**config.mk**
```make
export PLATFORM = sky130hd
export DESIGN_NAME = quiet_timer_motion_warning_cfg
export DESIGN_NICKNAME = d
export VERILOG_FILES = /design/src/design/quiet_warn_pkg.sv /design/src/design/level_check_if.sv /design/src/design/axis_level_check.sv /design/src/design/quiet_timer_motion_warning_cfg.sv
export SDC_FILE = /design/constraint.sdc
export NUM_CORES = 1
export LEC_CHECK = 0
export ABC_AREA = 0
export BUFFER_PORTS_ARGS = -buffer_cell sky130_fd_sc_hd__buf_2
export CORE_ASPECT_RATIO = 1.5
export CORE_MARGIN = 2
export CORE_UTILIZATION = 50
export DETAILED_ROUTE_END_ITERATION = 10
export HOLD_SLACK_MARGIN = 0.06
export PLACE_DENSITY_LB_ADDON = 0.25
export SETUP_SLACK_MARGIN = 0.5
export SYNTH_ARGS = -nofsm -noshare
export SYNTH_HDL_FRONTEND = slang
export SYNTH_SLANG_ARGS = --single-unit
```
**constraint.sdc**
```tcl
create_clock -name core_clk -period 16.1 [get_ports core_clk]
set_input_delay 1.61 -clock core_clk [delete_from_list [all_inputs] [get_ports core_clk]]
set_output_delay 1.61 -clock core_clk [all_outputs]
set_load 0.05 [all_outputs]
```
**src/design/quiet_warn_pkg.sv**
```systemverilog
// Constants shared by the quiet-timer and motion-warning configuration block.
// Assumes a 200 MHz core clock and a byte-wide register port.
package quiet_warn_pkg;
    // Register offsets
    localparam logic [7:0] QUIET_LEVEL_X_HIGH_ADDR = 8'h2a;
    localparam logic [7:0] QUIET_LEVEL_X_LOW_ADDR = 8'h2b;
    localparam logic [7:0] QUIET_LEVEL_Y_HIGH_ADDR = 8'h2c;
    localparam logic [7:0] QUIET_LEVEL_Y_LOW_ADDR = 8'h2d;
    localparam logic [7:0] QUIET_LEVEL_Z_HIGH_ADDR = 8'h2e;
    localparam logic [7:0] QUIET_LEVEL_Z_LOW_ADDR = 8'h2f;
    localparam logic [7:0] QUIET_TIME_HIGH_ADDR = 8'h30;
    localparam logic [7:0] QUIET_TIME_LOW_ADDR = 8'h31;
    localparam logic [7:0] WARNING_LEVEL_X_HIGH_ADDR = 8'h32;
    localparam logic [7:0] WARNING_LEVEL_X_LOW_CFG_ADDR = 8'h33;
    localparam logic [7:0] WARNING_LEVEL_Y_HIGH_ADDR = 8'h34;
    localparam logic [7:0] WARNING_LEVEL_Y_LOW_CFG_ADDR = 8'h35;
    localparam logic [7:0] WARNING_LEVEL_Z_HIGH_ADDR = 8'h36;
    localparam logic [7:0] WARNING_LEVEL_Z_LOW_CFG_ADDR = 8'h37;
    // Field layout of the low threshold registers
    localparam int LOW_THR_MSB = 7;
    localparam int LOW_THR_LSB = 5;
    localparam int REF_SELECT_BIT = 1;
    localparam int INCLUDE_BIT = 0;
    // Writable bits: threshold, reference select (x only), include
    localparam logic [7:0] LOW_MASK_X = 8'he3;
    localparam logic [7:0] LOW_MASK_YZ = 8'he1;
    localparam logic [7:0] REG_RESET = 8'h00;
    // Data widths
    localparam int SAMPLE_W = 12;
    localparam int LEVEL_W = 11;
    localparam int AXES = 3;
    localparam int TICK_W = 23;
    // Timing: scale of one quiet-time code, and the core clock period
    localparam int unsigned CLK_PERIOD_NS = 5;
    localparam int unsigned QUIET_CODE_SLOW_NS = 32_500_000;
    localparam int unsigned QUIET_CODE_FAST_NS = 16_250_000;
    // Sample-rate code that stands for 5120 Hz; all others are 2560 Hz or lower
    localparam logic [2:0] RATE_5120_CODE = 3'h4;
endpackage

```
**src/design/level_check_if.sv**
```systemverilog
// Carries samples, levels and comparison results between the register
// bank and the axis comparator. Assumes one clock domain.
interface level_check_if;
    import quiet_warn_pkg::*;
    logic signed [AXES-1:0][SAMPLE_W-1:0] sample;
    logic signed [AXES-1:0][SAMPLE_W-1:0] ref_sample;
    logic use_ref;
    logic [AXES-1:0][LEVEL_W-1:0] warn_level;
    logic [AXES-1:0][LEVEL_W-1:0] quiet_level;
    logic [AXES-1:0] warn_over;
    logic [AXES-1:0] quiet_below;
    modport bank (output sample, ref_sample, use_ref, warn_level, quiet_level,
                  input warn_over, quiet_below);
    modport check (input sample, ref_sample, use_ref, warn_level, quiet_level,
                   output warn_over, quiet_below);
endinterface

```
**src/design/axis_level_check.sv**
```systemverilog
// Combinational per-axis magnitude comparisons for both detectors.
// Assumes samples are two's complement and levels unsigned.
module axis_level_check
    import quiet_warn_pkg::*;
(
    level_check_if.check lc // Samples in, comparison results out
);
    // Magnitude of a signed difference, one bit wider so -2048 is exact
    function automatic logic [SAMPLE_W:0] magnitude(input logic signed [SAMPLE_W:0] v);
        magnitude = v[SAMPLE_W] ? -v : v;
    endfunction

    // Reference mode measures distance from the captured reference
    always_comb begin
        logic signed [SAMPLE_W:0] diff;
        logic [SAMPLE_W:0] mag_warn;
        logic [SAMPLE_W:0] mag_quiet;
        logic signed [SAMPLE_W:0] now_s;
        logic signed [SAMPLE_W:0] ref_s;
        diff = '0;
        mag_warn = '0;
        mag_quiet = '0;
        now_s = '0;
        ref_s = '0;
        for (int a = 0; a < AXES; a++) begin
            // A select of a packed array is unsigned, so restore the sign before widening
            now_s = (SAMPLE_W+1)'($signed(lc.sample[a]));
            ref_s = (SAMPLE_W+1)'($signed(lc.ref_sample[a]));
            diff = lc.use_ref ? now_s - ref_s : now_s;
            mag_warn = magnitude(diff);
            mag_quiet = magnitude(now_s);
            lc.warn_over[a] = mag_warn > (SAMPLE_W+1)'(lc.warn_level[a]);
            lc.quiet_below[a] = mag_quiet < (SAMPLE_W+1)'(lc.quiet_level[a]);
        end
    end
endmodule

```
**src/design/quiet_timer_motion_warning_cfg.sv**
```systemverilog
// Register bank and detectors for the inactivity timer and second motion warning.
// Assumes samples arrive as a one-cycle strobe in the core clock domain and that
// the serial register port has already been turned into byte reads and writes.
//
// What this block does
// - Inactivity only after enabled axes stay quiet
// - Quiet time high byte 0x30, low 0x31
// - 32.5 ms per code at 2560 Hz or lower
// - 16.25 ms per code at 5120 Hz
// - Per-axis 11-bit warning level, 100 mg per code
// - Compare sample magnitude against warning level
// - Level bits 10:3 high byte, 2:0 low
// - X low bit 1 selects referenced mode
// - Low bit 0 includes axis in warning
// - Enabled axis above level raises warning
// - All registers reset to zero
// - Quiet low bit 0 includes axis
// - Z warning low bits come from 0x37
module quiet_timer_motion_warning_cfg
    import quiet_warn_pkg::*;
#(
    parameter int unsigned SLOW_CODE_CYCLES = QUIET_CODE_SLOW_NS / CLK_PERIOD_NS,
    parameter int unsigned FAST_CODE_CYCLES = QUIET_CODE_FAST_NS / CLK_PERIOD_NS
) (
    input wire logic core_clk, // Core clock, 200 MHz
    input wire logic rst, // Asynchronous reset, active high
    input wire logic [7:0] reg_addr, // Register address
    input wire logic reg_wr, // Write strobe
    input wire logic [7:0] reg_wdata, // Write data
    input wire logic reg_rd, // Read strobe
    output logic [7:0] reg_rdata, // Read data, valid the cycle after reg_rd
    input wire logic [2:0] output_sample_rate, // Current sample-rate code
    input wire logic sample_valid, // One-cycle strobe for a new x/y/z sample
    input wire logic signed [SAMPLE_W-1:0] sample_x, // X acceleration
    input wire logic signed [SAMPLE_W-1:0] sample_y, // Y acceleration
    input wire logic signed [SAMPLE_W-1:0] sample_z, // Z acceleration
    output logic second_motion_detect, // One-cycle motion warning pulse
    output logic quiet_event, // One-cycle inactivity pulse
    output logic quiet_state // High while inactivity holds
);
    generate
        if (SLOW_CODE_CYCLES < 2 || FAST_CODE_CYCLES < 1 || SLOW_CODE_CYCLES >= 2**TICK_W ||
            FAST_CODE_CYCLES > SLOW_CODE_CYCLES) begin : g_bad_cycles
            $error("code cycle counts out of range");
        end
    endgenerate

    typedef struct packed {
        logic [AXES-1:0][7:0] quiet_high;
        logic [AXES-1:0][7:0] quiet_low;
        logic [7:0] quiet_time_high;
        logic [7:0] quiet_time_low;
        logic [AXES-1:0][7:0] warn_high;
        logic [AXES-1:0][7:0] warn_low;
        logic signed [AXES-1:0][SAMPLE_W-1:0] ref_sample;
        logic ref_armed;
        logic quiet_run;
        logic quiet_done;
        logic [TICK_W-1:0] tick;
        logic [15:0] quiet_time_code;
        logic warn_pulse;
        logic quiet_pulse;
        logic [7:0] rdata;
    } state_t;

    state_t cur;
    state_t next_cur;
    level_check_if lc ();

    // Join a high byte and the top three bits of its low partner into a level
    function automatic logic [LEVEL_W-1:0] level_of(input logic [7:0] hi, input logic [7:0] lo);
        level_of = {hi, lo[LOW_THR_MSB:LOW_THR_LSB]};
    endfunction

    // Axis number of an address inside a high/low register pair block
    function automatic int pair_axis(input logic [7:0] addr, input logic [7:0] base);
        pair_axis = int'((addr - base) >> 1);
    endfunction

    axis_level_check u_check (
        .lc(lc)
    );

    // Wire the live samples and decoded levels into the comparator
    always_comb begin
        lc.sample[0] = sample_x;
        lc.sample[1] = sample_y;
        lc.sample[2] = sample_z;
        lc.ref_sample = cur.ref_sample;
        lc.use_ref = cur.warn_low[0][REF_SELECT_BIT];
        for (int a = 0; a < AXES; a++) begin
            lc.warn_level[a] = level_of(cur.warn_high[a], cur.warn_low[a]);
            lc.quiet_level[a] = level_of(cur.quiet_high[a], cur.quiet_low[a]);
        end
    end

    // Next state: register writes and reads, warning check, quiet timer
    always_comb begin
        logic [AXES-1:0] warn_use;
        logic [AXES-1:0] quiet_use;
        logic [15:0] quiet_time_value;
        logic [TICK_W-1:0] code_last;
        warn_use = '0;
        quiet_use = '0;
        quiet_time_value = '0;
        code_last = '0;
        next_cur = cur;
        next_cur.warn_pulse = 1'b0;
        next_cur.quiet_pulse = 1'b0;
        // Include bits of both detectors; an excluded axis never counts
        for (int a = 0; a < AXES; a++) begin
            warn_use[a] = cur.warn_low[a][INCLUDE_BIT];
            quiet_use[a] = cur.quiet_low[a][INCLUDE_BIT];
        end
        // The two byte registers form one 16-bit limit
        quiet_time_value = {cur.quiet_time_high, cur.quiet_time_low};
        // Per-code tick length depends on the sample rate
        if (output_sample_rate == RATE_5120_CODE) begin
            code_last = TICK_W'(FAST_CODE_CYCLES - 1);
        end else begin
            code_last = TICK_W'(SLOW_CODE_CYCLES - 1);
        end

        // Register writes; reserved bits are never stored so they read zero
        if (reg_wr) begin
            if (reg_addr >= QUIET_LEVEL_X_HIGH_ADDR && reg_addr <= QUIET_LEVEL_Z_LOW_ADDR) begin
                if (reg_addr[0] == QUIET_LEVEL_X_HIGH_ADDR[0]) begin
                    next_cur.quiet_high[pair_axis(reg_addr, QUIET_LEVEL_X_HIGH_ADDR)] = reg_wdata;
                end else begin
                    next_cur.quiet_low[pair_axis(reg_addr, QUIET_LEVEL_X_HIGH_ADDR)] =
                        reg_wdata & ((reg_addr == QUIET_LEVEL_X_LOW_ADDR) ? LOW_MASK_X : LOW_MASK_YZ);
                end
            end else if (reg_addr == QUIET_TIME_HIGH_ADDR) begin
                next_cur.quiet_time_high = reg_wdata;
            end else if (reg_addr == QUIET_TIME_LOW_ADDR) begin
                next_cur.quiet_time_low = reg_wdata;
            end else if (reg_addr >= WARNING_LEVEL_X_HIGH_ADDR &&
                         reg_addr <= WARNING_LEVEL_Z_LOW_CFG_ADDR) begin
                if (reg_addr[0] == WARNING_LEVEL_X_HIGH_ADDR[0]) begin
                    next_cur.warn_high[pair_axis(reg_addr, WARNING_LEVEL_X_HIGH_ADDR)] = reg_wdata;
                end else begin
                    next_cur.warn_low[pair_axis(reg_addr, WARNING_LEVEL_X_HIGH_ADDR)] = reg_wdata &
                        ((reg_addr == WARNING_LEVEL_X_LOW_CFG_ADDR) ? LOW_MASK_X : LOW_MASK_YZ);
                end
            end
        end

        // A write and a read in one cycle: the read returns the old byte
        // Register reads; unmapped addresses read zero
        if (reg_rd) begin
            next_cur.rdata = REG_RESET;
            if (reg_addr >= QUIET_LEVEL_X_HIGH_ADDR && reg_addr <= QUIET_LEVEL_Z_LOW_ADDR) begin
                next_cur.rdata = (reg_addr[0] == QUIET_LEVEL_X_HIGH_ADDR[0]) ?
                    cur.quiet_high[pair_axis(reg_addr, QUIET_LEVEL_X_HIGH_ADDR)] :
                    cur.quiet_low[pair_axis(reg_addr, QUIET_LEVEL_X_HIGH_ADDR)];
            end else if (reg_addr == QUIET_TIME_HIGH_ADDR) begin
                next_cur.rdata = cur.quiet_time_high;
            end else if (reg_addr == QUIET_TIME_LOW_ADDR) begin
                next_cur.rdata = cur.quiet_time_low;
            end else if (reg_addr >= WARNING_LEVEL_X_HIGH_ADDR &&
                         reg_addr <= WARNING_LEVEL_Z_LOW_CFG_ADDR) begin
                next_cur.rdata = (reg_addr[0] == WARNING_LEVEL_X_HIGH_ADDR[0]) ?
                    cur.warn_high[pair_axis(reg_addr, WARNING_LEVEL_X_HIGH_ADDR)] :
                    cur.warn_low[pair_axis(reg_addr, WARNING_LEVEL_X_HIGH_ADDR)];
            end
        end

        // Motion warning; in referenced mode the first sample only captures the reference
        // Leaving referenced mode drops the old reference, so a later switch starts clean
        if (!lc.use_ref) begin
            next_cur.ref_armed = 1'b0;
        end
        if (sample_valid) begin
            if (lc.use_ref && !cur.ref_armed) begin
                next_cur.ref_sample = lc.sample;
                next_cur.ref_armed = 1'b1;
            end else if ((lc.warn_over & warn_use) != '0) begin
                next_cur.warn_pulse = 1'b1;
                next_cur.ref_armed = 1'b0; // Re-capture the reference after each warning
            end
        end

        // Quiet timer: restart on any loud enabled axis or with no axis enabled
        if (quiet_use == '0 ||
            (sample_valid && (~lc.quiet_below & quiet_use) != '0)) begin
            next_cur.quiet_run = 1'b0;
            next_cur.quiet_done = 1'b0;
            next_cur.tick = '0;
            next_cur.quiet_time_code = '0;
        end else if (sample_valid && !cur.quiet_run) begin
            // First quiet sample starts the run; later quiet samples let it go on
            next_cur.quiet_run = 1'b1;
        end else if (cur.quiet_run && !cur.quiet_done) begin
            // A lowered limit below the running count still ends the wait
            if (cur.quiet_time_code >= quiet_time_value) begin
                next_cur.quiet_done = 1'b1;
                next_cur.quiet_pulse = 1'b1;
            end else if (cur.tick >= code_last) begin
                next_cur.tick = '0;
                next_cur.quiet_time_code = cur.quiet_time_code + 16'h0001;
            end else begin
                next_cur.tick = cur.tick + TICK_W'(1);
            end
        end
    end

    // State register; everything clears to zero
    // The reset branch loads constants only, so no logic sits in the async path
    always_ff @(posedge core_clk or posedge rst) begin
        if (rst) begin
            cur <= '0;
        end else begin
            cur <= next_cur;
        end
    end

    // Outputs come straight from flip-flops, so they carry no decode glitches
    assign reg_rdata = cur.rdata;
    assign second_motion_detect = cur.warn_pulse;
    assign quiet_event = cur.quiet_pulse;
    assign quiet_state = cur.quiet_done;
endmodule

```
==> flow_summary_export.csv <==
group,metric,value,unit
critical_path,path_cells,"buf_2 > or4_1 > or4_1 > or3_4 > nand2_1 > xnor2_1 > ha_1 > nand2_1 > a21oi_1 > a221o_1 > a311oi_1 > o211ai_2 > a211o_1 > or4_1 > nand2_1",
timing,timing.final.setup_violations,0,
critical_path,cp.arrival,6.17,ns
critical_path,cpPeakStageDelay,0.82,ns
pwr,power_density,83.0,nW/um2
place,dp.cells,1997,
clock_tree,cts_max_level,4,
timing,fin_crit,5.79,ns
pwr,internal-power,845,uW
place,dpl.hpwl,29.1,mm
final_layout,design_area,15400,um2
synth,synth.avg_cell_area,8.75,um2
synth,seq_area_frac_synth,31.7,%
timing,fin_skew,0.00944,ns
final_layout,nets,1867,
routing,drc_errors,0,
synth,synth_area,14400,um2
clock_tree,clock_sinks,182,
critical_path,crit_required,16.48,ns
synth,async_reset_ff_share,100,%
critical_path,r2r-start,"cur[89]$_DFFE_PP0P_",
job,drv_cap,0,
critical_path,path_depth,15,
clock_tree,cts_buffers,17,
pwr,combPwrFrac,31.7,%
final_layout,area_growth,7.46,%
global_routing,grt_first_pass_wirelength,60.7,mm
timing,min_period_over_period,36.0,%
critical_path,crit_buf_inv,1,
floorplan,start_util,50.4,%
timing,fin_setup_tns,0,ns
final_layout,fillers,2651,
clock_tree,insertion_delay,0.45,ns
clock_tree,clk_transition_reported_paths,0.06,ns
place,place_congestion,0.899,
critical_path,crit_end,"cur[35]$_DFFE_PP0P_",
timing,fmax,173,MHz
floorplan,design.die.area,30100,um2
critical_path,crit_family,"simple AND/OR/NAND/NOR gates",
critical_path,rr_endpoint,"cur[51]$_DFF_PP0_",
critical_path,start_kind,"input pin",
synth,synth_fp_nets,1843,
synth,synthFlopType,"dfrtp_1",
clock_tree,cts_setup_buffers,0,
run_status,status,"complete, no violations",
critical_path,cpMaxStageDelayCell,"a311oi_1",
floorplan,core,28500,um2
final_layout,finalNonFillerCells,2030,
routing,drtAntennaViolNets,0,
routing,num_vias,12000,
pwr,leakagePower,7.12,nW
floorplan,fp-row-count,76,
timing,hold_viol,0,
synth,ys_warn_count,0,
timing,rsz0062_at_grt,"false",
pwr,switching_power,437,uW
critical_path,r2r_cells,19,
clock_tree,hold_buffers,0,
global_routing,gr-usage-all-layers,25.7,%
pwr,switching_share,34.1,%
routing,via_per_inst,5.93,
pwr,sequentialPowerShare,37.5,%
timing,slew_viol_final,0,
floorplan,pin_count,71,
global_routing,antenna_found_initial,0,
timing,worstMarginPinSlew,1.17,ns
critical_path,critPathMaxFanout,13,
worst_hold_path,min_path_type,"reg -> reg",
clock_tree,cts_tree,"built",
synth,ys_types,80,
pwr,irDropWorstVdd,0.0719,mV
pwr,pwr-share-clk,30.8,%
synth,synthCells,1641,
routing,wirelength,37.8,mm
routing,drt_first_pass_iters,8,
place,place_area,14900,um2
clock_tree,clockBufferDepth,2,
global_routing,grt-ovfl-total,0,
floorplan,die_w,142,um
critical_path,r2r_setup_slack,11.25,ns
global_routing,grt_pass1_vias,11800,
clock_tree,cts_resized,0,
routing,drt_iter0_drc,643,
floorplan,die_y,212,um
synth,ys_ff_latch,182,
critical_path,crit_type,"in -> reg",
timing,max_slew_margin,21.7,%
final_layout,drive_gt1_share,13.3,%
global_routing,grt_start_max_net_pins,114,
place,io_buffers,70,
synth,synth_edf_count,0,
routing,routedWlPerCell,18.6,um
critical_path,worstSetupStartpoint,"sample_z[1]",
clock_tree,cts_root_buf,"clkbuf_16",
critical_path,end_kind,"flip-flop",
==> layer usage <==
layer  global-route usage (%)  wire, um  up-vias  share of wire (%)
met5                        0         0        -                  0
met4                     11.8      1610        0                4.3
met3                     2.67      1050       78                2.8
met2                     47.2     19700      243                 52
met1                     29.8     15500     5815                 41
li1                         -         -     5895                  -
==> per-stage QoR <==
step | power, mW | utilization (%) | hold WS [ns] | setup slack, ns
detailed placement | 0.894 | 52.2 | 0.460 | 9.87
global placement | 0.883 | 52.2 | 0.468 | 9.91
finish | 1.28 | 54.1 | 0.471 | 10.31
CTS | 1.29 | 54.1 | 0.469 | 10.34
global route | 1.36 | 54.1 | 0.482 | 10.04
floorplan | 0.799 | - | 0.450 | 9.55
==> registers in the layout (all words and copies together), names as in the netlist <==
signal / cells
reg_rdata: 8
cur: 171
quiet_state: 1
second_motion_detect: 1
quiet_event: 1
==> power by group through the flow <==
stage / Combinational, mW / Sequential (mW) / Clock (mW)
3_5_place_dp: 0.405 / 0.489 / 0
5_1_grt: 0.460 / 0.482 / 0.417
6_report: 0.406 / 0.480 / 0.395
3_3_place_gp: 0.394 / 0.489 / 0
2_1_floorplan: 0.312 / 0.487 / 0
4_1_cts: 0.407 / 0.481 / 0.401
==> how the worst min path moves through the flow <==
| stage | from | to | slack [ns] | depth (start not counted) |
|---|---|---|---|---|
| final | quiet_state$_DFFE_PP0P_ | quiet_event$_DFF_PP0_ | 0.47 | 1 |
| after global routing | quiet_state$_DFFE_PP0P_ | quiet_event$_DFF_PP0_ | 0.48 | 1 |
| after CTS | quiet_state$_DFFE_PP0P_ | quiet_event$_DFF_PP0_ | 0.47 | 1 |
| after detailed placement | quiet_state$_DFFE_PP0P_ | quiet_event$_DFF_PP0_ | 0.46 | 1 |
| after global placement | cur[67]$_DFFE_PP0P_ | cur[67]$_DFFE_PP0P_ | 0.47 | 2 |
| after floorplan | cur[55]$_DFFE_PP0P_ | cur[55]$_DFFE_PP0P_ | 0.45 | 2 |
==> worst register-to-register path, delay by kind of cell, from the launching register on <==
kind	cells	cell delay, ns
adders and majority gates	1	0.29
DFF	1	0.75
buffers and inverters	3	0.96
AOI/OAI and AO/OA	10	1.94
and+or+nand+nor	4	0.69
xor gates and xnor gates	1	0.17
==> area by class of cell <==
type | instances | area, um2 | share of cell area [%]
antenna | 1 | 2.50 | 0.0162
timing repair buffer | 75 | 388 | 2.51
sequential | 182 | 4560 | 29.5
tap | 351 | 439 | 2.85
multi-input combinational | 1247 | 8980 | 58.2
clock inverter | 11 | 80.1 | 0.519
inverter | 142 | 541 | 3.50
clock buffer | 21 | 450 | 2.92
==> layout by cell type, fill, tap and decap left out, types with 12 or more instances in the layout <==
cell type / instances
nand2_1: 164
o21ai_0: 130
nand3b_1: 16
mux2i_1: 24
dfrtp_1: 181
xnor2_1: 57
o21a_1: 12
nor3_1: 18
xor2_1: 30
buf_2: 70
a21o_1: 23
nor2b_1: 19
clkbuf_16: 17
nand4_1: 20
ha_1: 139
nor2_1: 126
inv_1: 141
nand3_1: 32
or3_1: 12
o31ai_1: 14
and2_1: 20
nand2b_1: 14
mux2_2: 84
a21oi_1: 86
or4_1: 16
==> synthesized netlist by cell type, types with 12 or more instances <==
library cell,number,share of area [%]
o21ai_0,130,4.5
and2_1,20,0.87
nor3_1,18,0.63
nor2_1,126,3.3
nor2b_1,19,0.83
dfrtp_1,182,32
ha_1,139,12
xor2_1,30,1.8
nand2_1,164,4.3
mux2_2,84,6.6
nand3b_1,16,0.84
xnor2_1,57,3.5
o31ai_1,14,0.73
inv_1,142,3.7
or4_1,16,0.84
a21o_1,23,1.2
o21a_1,12,0.63
a21oi_1,86,3.0
clkbuf_1,50,1.3
nand2b_1,14,0.61
nand3_1,32,1.1
or3_1,12,0.52
nand4_1,20,0.87
mux2i_1,24,1.7
==> kinds of logic after synthesis <==
kind of cell | count (synthesis) | share of synthesized area [%]
buf+inv | 212 | 5.78
flops | 182 | 31.7
simple gates | 504 | 17.3
mux | 118 | 9.82
compound gates | 396 | 17.6
xor+xnor | 87 | 5.30
fa+ha+maj | 142 | 12.5
(Power assumes the default switching activity.)
